<file path="src/ptm_pkg.sv">
package ptm_pkg;

   // Device-select timing, in PCI clocks after the address phase.
   localparam int unsigned POS_DEVSEL_CLKS = 1;
   localparam int unsigned SUB_DEVSEL_CLKS = 4;
   // Master abort: clocks of data phase waited for any device-select.
   localparam int unsigned MST_ABORT_CLKS  = 5;

   // Reset values of driven pins and their enables.
   localparam logic        PIN_IDLE_RST = 1'b1;
   localparam logic        OE_RST       = 1'b0;

   // Commands that may be claimed by subtractive decode.
   localparam logic [3:0] CMD_IO_RD  = 4'h2;
   localparam logic [3:0] CMD_IO_WR  = 4'h3;
   localparam logic [3:0] CMD_MEM_RD = 4'h6;
   localparam logic [3:0] CMD_MEM_WR = 4'h7;
   // Bit of the command that marks a write.
   localparam int unsigned CMD_WR_BIT = 0;

   // Values of the two-bit subtractive sample field.
   localparam logic [1:0] SUB_SEL_SLOW = 2'h0;
   localparam logic [1:0] SUB_SEL_MED  = 2'h1;
   localparam logic [1:0] SUB_SEL_FAST = 2'h2;

   typedef enum logic [1:0] {
      PTM_ST_OK    = 2'h0,
      PTM_ST_RETRY = 2'h1,
      PTM_ST_DISC  = 2'h2,
      PTM_ST_ABORT = 2'h3
   } ptm_status_t;

   typedef enum logic [1:0] {
      PTM_SL_IDLE = 2'h0,
      PTM_SL_WAIT = 2'h1,
      PTM_SL_DATA = 2'h2,
      PTM_SL_TURN = 2'h3
   } ptm_sl_state_t;

   typedef enum logic [1:0] {
      PTM_M_IDLE = 2'h0,
      PTM_M_ADDR = 2'h1,
      PTM_M_DATA = 2'h2,
      PTM_M_TURN = 2'h3
   } ptm_m_state_t;

   // Even parity bit over the address/data and command/byte-enable lines.
   function automatic logic ptm_even_par(input logic [31:0] ad,
                                         input logic [3:0]  cbe);
      ptm_even_par = ^{ad, cbe};
   endfunction

endpackage

</file>
<file path="src/ptm_bridge.sv">
`timescale 1ns/1ps
module ptm_bridge
   import ptm_pkg::*;
(
   input  wire logic        clk_in,
   input  wire logic        rst_n_in,
   input  wire logic [31:0] ad_in,
   output logic [31:0]      ad_out,
   output logic             ad_oe_out,
   input  wire logic [3:0]  cbe_n_in,
   output logic [3:0]       cbe_n_out,
   output logic             cbe_n_oe_out,
   input  wire logic        frame_n_in,
   output logic             frame_n_out,
   output logic             frame_n_oe_out,
   input  wire logic        irdy_n_in,
   output logic             irdy_n_out,
   output logic             irdy_n_oe_out,
   input  wire logic        trdy_n_in,
   output logic             trdy_n_out,
   output logic             trdy_n_oe_out,
   input  wire logic        stop_n_in,
   output logic             stop_n_out,
   output logic             stop_n_oe_out,
   input  wire logic        devsel_n_in,
   output logic             devsel_n_out,
   output logic             devsel_n_oe_out,
   output logic             par_out,
   output logic             par_oe_out,
   input  wire logic        par_in,
   output logic             serr_n_out,
   output logic             serr_n_oe_out,
   input  wire logic        pos_hit_in,
   input  wire logic [1:0]  sub_sample_sel_in,
   input  wire logic        tgt_ready_in,
   input  wire logic        tgt_retry_in,
   input  wire logic        tgt_disc_in,
   input  wire logic [31:0] tgt_rdata_in,
   output logic [31:0]      tgt_addr_out,
   output logic [3:0]       tgt_cmd_out,
   output logic             tgt_sub_out,
   output logic             tgt_start_out,
   output logic             tgt_xfer_out,
   output logic [31:0]      tgt_wdata_out,
   output logic [3:0]       tgt_be_out,
   input  wire logic        mst_req_in,
   input  wire logic [31:0] mst_addr_in,
   input  wire logic [3:0]  mst_cmd_in,
   input  wire logic [31:0] mst_wdata_in,
   input  wire logic [3:0]  mst_be_in,
   output logic             mst_busy_out,
   output logic             mst_done_out,
   output logic [1:0]       mst_status_out,
   output logic [31:0]      mst_rdata_out
);

   typedef struct packed {
      ptm_sl_state_t sl;
      ptm_m_state_t  m;
      logic [2:0]    cnt;
      logic [2:0]    mcnt;
      logic          sub;
      logic          rd;
      logic [31:0]   addr;
      logic [3:0]    cmd;
      logic          fprev;
      logic          devsel_n;
      logic          trdy_n;
      logic          stop_n;
      logic          t_oe;
      logic [31:0]   ad;
      logic          ad_oe;
      logic [3:0]    cbe;
      logic          cbe_oe;
      logic          frame_n;
      logic          frame_oe;
      logic          irdy_n;
      logic          irdy_oe;
      logic          par_oe;
      logic          apar;
      logic          achk;
      logic          serr;
      logic [31:0]   wdata;
      logic [3:0]    be;
      logic          xfer;
      logic          start;
      logic          done;
      logic [1:0]    mstat;
      logic [31:0]   rdata;
   } ptm_state_t;

   ptm_state_t q;
   ptm_state_t d;
   logic       par_load;
   logic       addr_start;
   logic       sl_done;
   logic [2:0] sub_clk;

   // Field 11 is unused and falls back to the slowest sample point.
   function automatic logic [2:0] sub_sample_clk(input logic [1:0] sel);
      case (sel)
         SUB_SEL_MED:  sub_sample_clk = 3'(SUB_DEVSEL_CLKS - 1);
         SUB_SEL_FAST: sub_sample_clk = 3'(SUB_DEVSEL_CLKS - 2);
         default:      sub_sample_clk = 3'(SUB_DEVSEL_CLKS);
      endcase
   endfunction

   function automatic logic sub_cmd_ok(input logic [3:0] cmd);
      sub_cmd_ok = (cmd == CMD_IO_RD) || (cmd == CMD_IO_WR) ||
                   (cmd == CMD_MEM_RD) || (cmd == CMD_MEM_WR);
   endfunction

   assign sub_clk    = sub_sample_clk(sub_sample_sel_in);
   assign addr_start = q.fprev && !frame_n_in;
   assign sl_done    = !q.trdy_n && !irdy_n_in;

   always_comb
   begin
      d          = q;
      par_load   = 1'b0;
      d.fprev    = frame_n_in;
      d.xfer     = 1'b0;
      d.start    = 1'b0;
      d.done     = 1'b0;
      d.serr     = 1'b0;
      d.achk     = addr_start;
      d.apar     = ptm_even_par(ad_in, cbe_n_in);
      if (q.achk && (par_in != q.apar))
      begin
         d.serr = 1'b1;
      end
      case (q.sl)
         PTM_SL_IDLE:
         begin
            if (addr_start && (q.m == PTM_M_IDLE))
            begin
               d.addr = ad_in;
               d.cmd  = cbe_n_in;
               d.rd   = !cbe_n_in[CMD_WR_BIT];
               d.cnt  = 3'(POS_DEVSEL_CLKS);
               if (pos_hit_in)
               begin
                  d.devsel_n = 1'b0;
                  d.t_oe     = 1'b1;
                  d.sub      = 1'b0;
                  d.start    = 1'b1;
                  d.sl       = PTM_SL_DATA;
               end
               else if (sub_cmd_ok(cbe_n_in))
               begin
                  d.sl = PTM_SL_WAIT;
               end
            end
         end
         PTM_SL_WAIT:
         begin
            d.cnt = q.cnt + 3'h1;
            if (!devsel_n_in || (frame_n_in && irdy_n_in))
            begin
               d.sl = PTM_SL_IDLE;
            end
            else if (q.cnt >= sub_clk - 3'h1)
            begin
               d.devsel_n = 1'b0;
               d.t_oe     = 1'b1;
               d.sub      = 1'b1;
               d.start    = 1'b1;
               d.sl       = PTM_SL_DATA;
            end
         end
         PTM_SL_DATA:
         begin
            d.ad_oe = q.rd;
            if (sl_done)
            begin
               d.xfer  = 1'b1;
               d.wdata = ad_in;
               d.be    = cbe_n_in;
               par_load = q.rd;
            end
            if (!q.trdy_n && irdy_n_in)
            begin
               d.trdy_n = 1'b0;
            end
            else
            begin
               d.trdy_n = 1'b1;
               if (frame_n_in && (irdy_n_in || sl_done))
               begin
                  d.devsel_n = 1'b1;
                  d.stop_n   = 1'b1;
                  d.ad_oe    = 1'b0;
                  d.sl       = PTM_SL_TURN;
               end
               else if (!q.stop_n)
               begin
                  d.stop_n = 1'b0;
               end
               else if (tgt_retry_in)
               begin
                  d.stop_n = 1'b0;
               end
               // disconnect
               // Frame is already high on the last data phase.
               else if (tgt_ready_in)
               begin
                  d.trdy_n = 1'b0;
                  d.ad     = tgt_rdata_in;
                  d.stop_n = !tgt_disc_in;
               end
            end
         end
         PTM_SL_TURN:
         begin
            d.t_oe = 1'b0;
            d.sl   = PTM_SL_IDLE;
         end
         default:
         begin
            d.sl = PTM_SL_IDLE;
         end
      endcase
      case (q.m)
         PTM_M_IDLE:
         begin
            if (mst_req_in && frame_n_in && irdy_n_in && q.fprev &&
                (q.sl == PTM_SL_IDLE))
            begin
               d.frame_n  = 1'b0;
               d.frame_oe = 1'b1;
               d.ad       = mst_addr_in;
               d.ad_oe    = 1'b1;
               d.cbe      = mst_cmd_in;
               d.cbe_oe   = 1'b1;
               d.rd       = !mst_cmd_in[CMD_WR_BIT];
               d.mcnt     = 3'h0;
               d.m        = PTM_M_ADDR;
            end
         end
         PTM_M_ADDR:
         begin
            par_load  = 1'b1;
            d.frame_n = 1'b1;
            d.irdy_n  = 1'b0;
            d.irdy_oe = 1'b1;
            d.cbe     = mst_be_in;
            d.ad      = mst_wdata_in;
            d.ad_oe   = !q.rd;
            d.m       = PTM_M_DATA;
         end
         PTM_M_DATA:
         begin
            d.mcnt = q.mcnt + 3'h1;
            if (!trdy_n_in)
            begin
               d.rdata  = ad_in;
               d.mstat  = stop_n_in ? PTM_ST_OK : PTM_ST_DISC;
               par_load = !q.rd;
               d.m      = PTM_M_TURN;
            end
            else if (!stop_n_in)
            begin
               d.mstat = devsel_n_in ? PTM_ST_ABORT : PTM_ST_RETRY;
               d.m     = PTM_M_TURN;
            end
            else if (devsel_n_in && (q.mcnt == 3'(MST_ABORT_CLKS - 1)))
            begin
               d.mstat = PTM_ST_ABORT;
               d.m     = PTM_M_TURN;
            end
            if (d.m == PTM_M_TURN)
            begin
               d.irdy_n   = 1'b1;
               d.ad_oe    = 1'b0;
               d.cbe_oe   = 1'b0;
               d.frame_oe = 1'b0;
               d.done     = 1'b1;
            end
         end
         PTM_M_TURN:
         begin
            d.irdy_oe = 1'b0;
            d.m       = PTM_M_IDLE;
         end
         default:
         begin
            d.m = PTM_M_IDLE;
         end
      endcase
      d.par_oe = par_load;
   end

   always_ff @(posedge clk_in or negedge rst_n_in)
   begin
      if (!rst_n_in)
      begin
         q          <= '0;
         q.fprev    <= PIN_IDLE_RST;
         q.devsel_n <= PIN_IDLE_RST;
         q.trdy_n   <= PIN_IDLE_RST;
         q.stop_n   <= PIN_IDLE_RST;
         q.frame_n  <= PIN_IDLE_RST;
         q.irdy_n   <= PIN_IDLE_RST;
         q.t_oe     <= OE_RST;
      end
      else
      begin
         q <= d;
      end
   end

   ptm_parity u_parity (
      .clk_in   (clk_in),
      .rst_n_in (rst_n_in),
      .ad_in    (ad_in),
      .cbe_n_in (cbe_n_in),
      .load_in  (par_load),
      .par_out  (par_out)
   );

   assign ad_out          = q.ad;
   assign ad_oe_out       = q.ad_oe;
   assign cbe_n_out       = q.cbe;
   assign cbe_n_oe_out    = q.cbe_oe;
   assign frame_n_out     = q.frame_n;
   assign frame_n_oe_out  = q.frame_oe;
   assign irdy_n_out      = q.irdy_n;
   assign irdy_n_oe_out   = q.irdy_oe;
   assign trdy_n_out      = q.trdy_n;
   assign trdy_n_oe_out   = q.t_oe;
   assign stop_n_out      = q.stop_n;
   assign stop_n_oe_out   = q.t_oe;
   assign devsel_n_out    = q.devsel_n;
   assign devsel_n_oe_out = q.t_oe;
   assign par_oe_out      = q.par_oe;
   assign serr_n_out      = 1'b0;
   assign serr_n_oe_out   = q.serr;
   assign tgt_addr_out    = q.addr;
   assign tgt_cmd_out     = q.cmd;
   assign tgt_sub_out     = q.sub;
   assign tgt_start_out   = q.start;
   assign tgt_xfer_out    = q.xfer;
   assign tgt_wdata_out   = q.wdata;
   assign tgt_be_out      = q.be;
   assign mst_busy_out    = (q.m != PTM_M_IDLE);
   assign mst_done_out    = q.done;
   assign mst_status_out  = q.mstat;
   assign mst_rdata_out   = q.rdata;
endmodule

</file>
<file path="src/ptm_parity.sv">
`timescale 1ns/1ps
module ptm_parity
   import ptm_pkg::*;
(
   input  wire logic        clk_in,
   input  wire logic        rst_n_in,
   input  wire logic [31:0] ad_in,
   input  wire logic [3:0]  cbe_n_in,
   input  wire logic        load_in,
   output logic             par_out
);

   typedef struct packed {
      logic par;
   } ptm_par_state_t;

   ptm_par_state_t q;
   ptm_par_state_t d;

   always_comb
   begin
      d = q;
      if (load_in)
      begin
         d.par = ptm_even_par(ad_in, cbe_n_in);
      end
   end

   always_ff @(posedge clk_in or negedge rst_n_in)
   begin
      if (!rst_n_in)
      begin
         q <= '0;
      end
      else
      begin
         q <= d;
      end
   end

   assign par_out = q.par;

endmodule

</file>
<file path="config.mk">
export PLATFORM = sky130hd
export DESIGN_NAME = ptm_bridge
export DESIGN_NICKNAME = d
export VERILOG_FILES = /design/src/ptm_pkg.sv /design/src/ptm_bridge.sv /design/src/ptm_parity.sv
export SDC_FILE = /design/constraint.sdc
export NUM_CORES = 1
export LEC_CHECK = 0
export ABC_CLOCK_PERIOD_IN_PS = 2100
export BUFFER_PORTS_ARGS = -buffer_cell sky130_fd_sc_hd__buf_4
export CELL_PAD_IN_SITES_DETAIL_PLACEMENT = 0
export CELL_PAD_IN_SITES_GLOBAL_PLACEMENT = 2
export CORE_MARGIN = 1
export CORE_UTILIZATION = 27
export DETAILED_ROUTE_END_ITERATION = 12
export PLACE_DENSITY_LB_ADDON = 0.08
export SYNTH_ARGS = -nofsm -noshare
export SYNTH_HDL_FRONTEND = slang
export SYNTH_SLANG_ARGS = --single-unit
</file>
<file path="constraint.sdc">
create_clock -name clk_in -period 2.1 [get_ports clk_in]
set_input_delay 0.315 -clock clk_in [delete_from_list [all_inputs] [get_ports clk_in]]
set_output_delay 0.315 -clock clk_in [all_outputs]
set_load 0.1 [all_outputs]
</file>
After elaboration in Yosys (flattened, before gate mapping). Cells that the tools add are included.

Flip-flop bits (word level): 173. Bits of input ports: 155. Output and inout bits: 163. Logic and storage cells: 198.

Add/sub/neg operators: 3. $lt $le $gt $ge: 1. Equality and inequality tests: 26. Multiplexer cells: 83. Bitwise logic cells: 2. Reduce and logical (&&, ||, !) cells: 50.

Operators by type and width (number): two-way mux 32 bit (5); two-way mux 33 bit (2); one-hot mux 32 bit (2 select lines) (1); two-way mux 40 bit (1); two-way mux 2 bit (19); two-way mux 38 bit (1); two-way mux 37 bit (1); parity 36 bit (1); two-way mux 35 bit (1); two-way mux 1 bit (33); one-hot mux 3 bit (2 select lines) (3); AND reduction 2 bit (9); one-hot mux 1 bit (2 select lines) (8); one-hot mux 2 bit (4 select lines) (2); AND reduction 5 bit (3); inequality test 2 bit (second input constant) (7); equality test 2 bit (second input constant) (6); logical AND 1 bit (12); nonzero test 2 bit (6); one-hot mux 1 bit (3 select lines) (3); equality test 4 x 2 -> 1 bit (second input constant) (2); equality test 4 x 3 -> 1 bit (second input constant) (2); zero test 1 bit (8); one-hot mux 4 bit (2 select lines) (1); other kinds (16) (28).

Logic depth before layout (Yosys ltp).
Depth after elaboration: 9. Depth in mapped cells: 10. Mapped depth without buffers: 10.

Hierarchy. A second synthesis with hierarchy kept.

Cell total of the unflattened synthesis: 873. Area, all modules: 9326.4 um^2.

Modules (own cells, without submodules): ptm_bridge (instances 1, cells an instance 836, area each 8981.1 um^2, sequential area each 4286.6 um^2); ptm_parity (instances 1, cells an instance 37, area each 345.3 um^2, sequential area each 25.0 um^2).

Worst setup path after synthesis. Ideal clock, no wire load.

Kind: register to register. From: reg q[168] in the netlist's numbering. To: reg q, in the netlist ad_out[10]. Setup time: 0.133 ns. Arrival time: 2.145 ns. Data required time: 1.967 ns. Slack: -0.178 ns. Cell stages (with the launch flop): 9. Path buffers: 2. Period minus slack after synthesis: 2.278 ns. Path through: dfrtp_1 > inv_1 > ha_1 > clkbuf_1 > inv_1 > nor2_2 > clkbuf_1 > a22oi_1 > o21ai_0.

RTL lines: from (decl) (RTL line ptm_bridge.sv:92) `ptm_state_t q;`.

Worst setup path in the final report.
From: reg q[169] in the netlist's numbering. To: out mst_busy_out.

Cells in the longest elaborated chain, start to end: 1.

Ends and longest elaborated chain: nonzero test 2 bit (RTL line ptm_bridge.sv:345) `assign mst_busy_out = (q.m != PTM_M_IDLE);`; to (decl) (RTL line ptm_bridge.sv:51) `output logic mst_busy_out,`.

No other way between the ends.

==> metrics.csv <==
metric;value;unit
drt_wl_total;27.1;mm
synth_seq_cells;172;
grt_pass1_vias;6465;
worstMarginPinSlew;0.537;ns
drive_gt1_share;46.3;%
synthArstFlopShare;100;%
cts_buffers;17;
grt_pass1_wl;41.1;mm
antenna_found_initial;0;
gp_congestion;0.723;
synth_nets;1005;
mostFrequentLayoutCell;buf_4;
crit_family;buffers and inverters;
synth.distinct_cells;45;
avgRoutedWirePerCell;18.3;microns
num_io_pins;318;
track_usage;16.3;%
cp_num_cells;5;
yosys_warnings;0;
overflow;0;
numClockSinks;172;
drtPass1Iterations;4;
holdPathEnd;q[123];
worstPathCellList;inv_1 -> ha_4 -> clkinvlp_4 -> buf_4 -> buf_4;
min_path_type;in -> reg;
reg2reg_to;ad_out[21];
cts.htree.levels;4;
critPathKind;reg -> out;
ff2ff_setup_slack;0.14;ns
cp.required;1.78;ns
max_freq;506;MHz
cp.arrival;1.66;ns
drtAntennaViolNets;0;
crit_top_cell;buf_4;
seq_area_frac_synth;48.7;%
hold_viol;0;
finClkSkew;0.0151;ns
status;complete, no violations;
hold_depth;1;
cp_slowest_stage_delay;0.42;ns
rsz0062_at_grt;false;
cts_root_buffer;clkbuf_16;
num_rows;65;
slew_violations;0;
clk_latency;0.43;ns
fin_crit_sh;94.1;%
slew_headroom;64.2;%
drc_errors;0;
initial_core_util;27.8;%
fp.dieW;183;microns
coreArea;0.0319;sq mm
syn-cell-area;0.00886;sq mm
vias_per_cell;4.27;
syn_avg_cell_area;10.6;sq um
cts_tree;yes;
r2r_start;trdy_n_out;
fin_nets;1201;
mostFrequentLayoutCells;353 x buf_4, 166 x dfrtp_1, 124 x nand2_1, 72 x mux2_2, 38 x o21ai_0;
hpwl;20.4;mm
grt_max_degree;56;
dominantRegCellSynth;dfrtp_1;
setup_ws;0.123;ns
critPathSlowestCell;dfrtp_1;
io_buffers;316;
dieArea;0.0335;sq mm
nFillCells;3302;
drv_cap;0;
start_kind;flop;
r2r_cells;6;
vias;6305;
first_iter_violations;260;
area_delta_synth_final;30.6;%
clk_pin_slew;0.07;ns
worstHoldStart;frame_n_in;
cp-end-kind;primary output;
pre_cts_slack;-0.103;ns
min_period;1.98;ns
n_antenna_cell;0;
clk_path_buf_depth;2;
setup_viol;0;
synth_edf_count;0;
synthCells;834;
cp_max_fo;5;
cp_num_buf_inv;4;
die_height;183;microns
## Yosys cell counts (16+ instances only)
library cell	instances	share of area, %
nor2_1	17	0.72
mux2_2	72	9.2
nand2_1	125	5.3
a21oi_1	18	1.0
mux2i_1	36	4.1
xnor2_1	29	2.9
a22oi_1	34	2.9
ha_1	16	2.3
buf_4	153	13
inv_1	19	0.80
dfrtp_1	166	47
clkbuf_1	22	0.93
o21ai_0	39	2.2
## cell type report
| cell class | count | area (sq um) | area share, % |
|---|---|---|---|
| clock buffer | 18 | 439 | 3.80 |
| clock inverter | 14 | 144 | 1.24 |
| inverter | 19 | 75.1 | 0.649 |
| multi-input combinational | 459 | 3260 | 28.1 |
| sequential | 172 | 4320 | 37.3 |
| tap | 435 | 544 | 4.71 |
| timing repair buffer | 361 | 2790 | 24.2 |
## worst max path at each step
stage / from / endpoint / slack (ns)
finish: q[169] / mst_busy_out / 0.12
global route: trdy_n_out / ad_out[4] / 0.03
CTS: q[169] / mst_busy_out / 0.04
detailed placement: cbe_n_in[3] / u_parity.par_out / -0.10
global placement: cbe_n_in[0] / u_parity.par_out / -0.07
floorplan: q[168] / ad_out[11] / -0.08
## logic make-up (layout without fill, tap and decap cells)
kind of cell	Yosys count	count (layout)	share of synthesized area, %
mux	109	109	13.4
compound gates	125	125	8.64
fa+ha+maj	17	17	2.37
xor+xnor	35	35	3.70
buf+inv	203	412	15.2
flops	172	172	48.7
simple gates	172	172	8.02
other cells	1	1	0.0423
## flip-flops by register name, summed over array words and instances, names as in the netlist, 2 cells and up
signal / cells
ad_out: 32
tgt_be_out: 4
tgt_wdata_out: 32
tgt_addr_out: 32
mst_status_out: 2
tgt_cmd_out: 4
mst_rdata_out: 32
cbe_n_out: 4
q: 14
## metrics by stage
stage	std cells	util (%)	TNS [ns]	cell area, sq um	hold slack, ns
after floorplan	834	-	-2.44	8870	0.0194
after global placement	1443	34.3	-0.0717	10900	0.340
after detailed placement	1443	34.3	-0.103	10900	0.343
after CTS	1476	36.2	0	11500	0.0161
after global routing	1478	36.3	0	11600	0.0143
final	1478	36.3	0	11600	0.0409
## metal layers
layer / track usage [%] / wire [microns] / up-vias
met1: 20.5 / 11800 / 3010
met4: 3.87 / 261 / 0
li1: - / - / 3059
met3: 5.16 / 2140 / 12
met2: 27.1 / 12900 / 224
met5: 0 / 0 / -
## repair_timing
item / CTS / global route
buffers inserted: 0 / 2
gates resized for setup: 2 / 2
hold endpoints to repair: 50 / 0
endpoints found under the setup margin: 1 / 19
hold buffers: 1 / 0
Power is not shown: default switching activity piles up to over one toggle a cycle in this logic, so the estimate is an artifact.
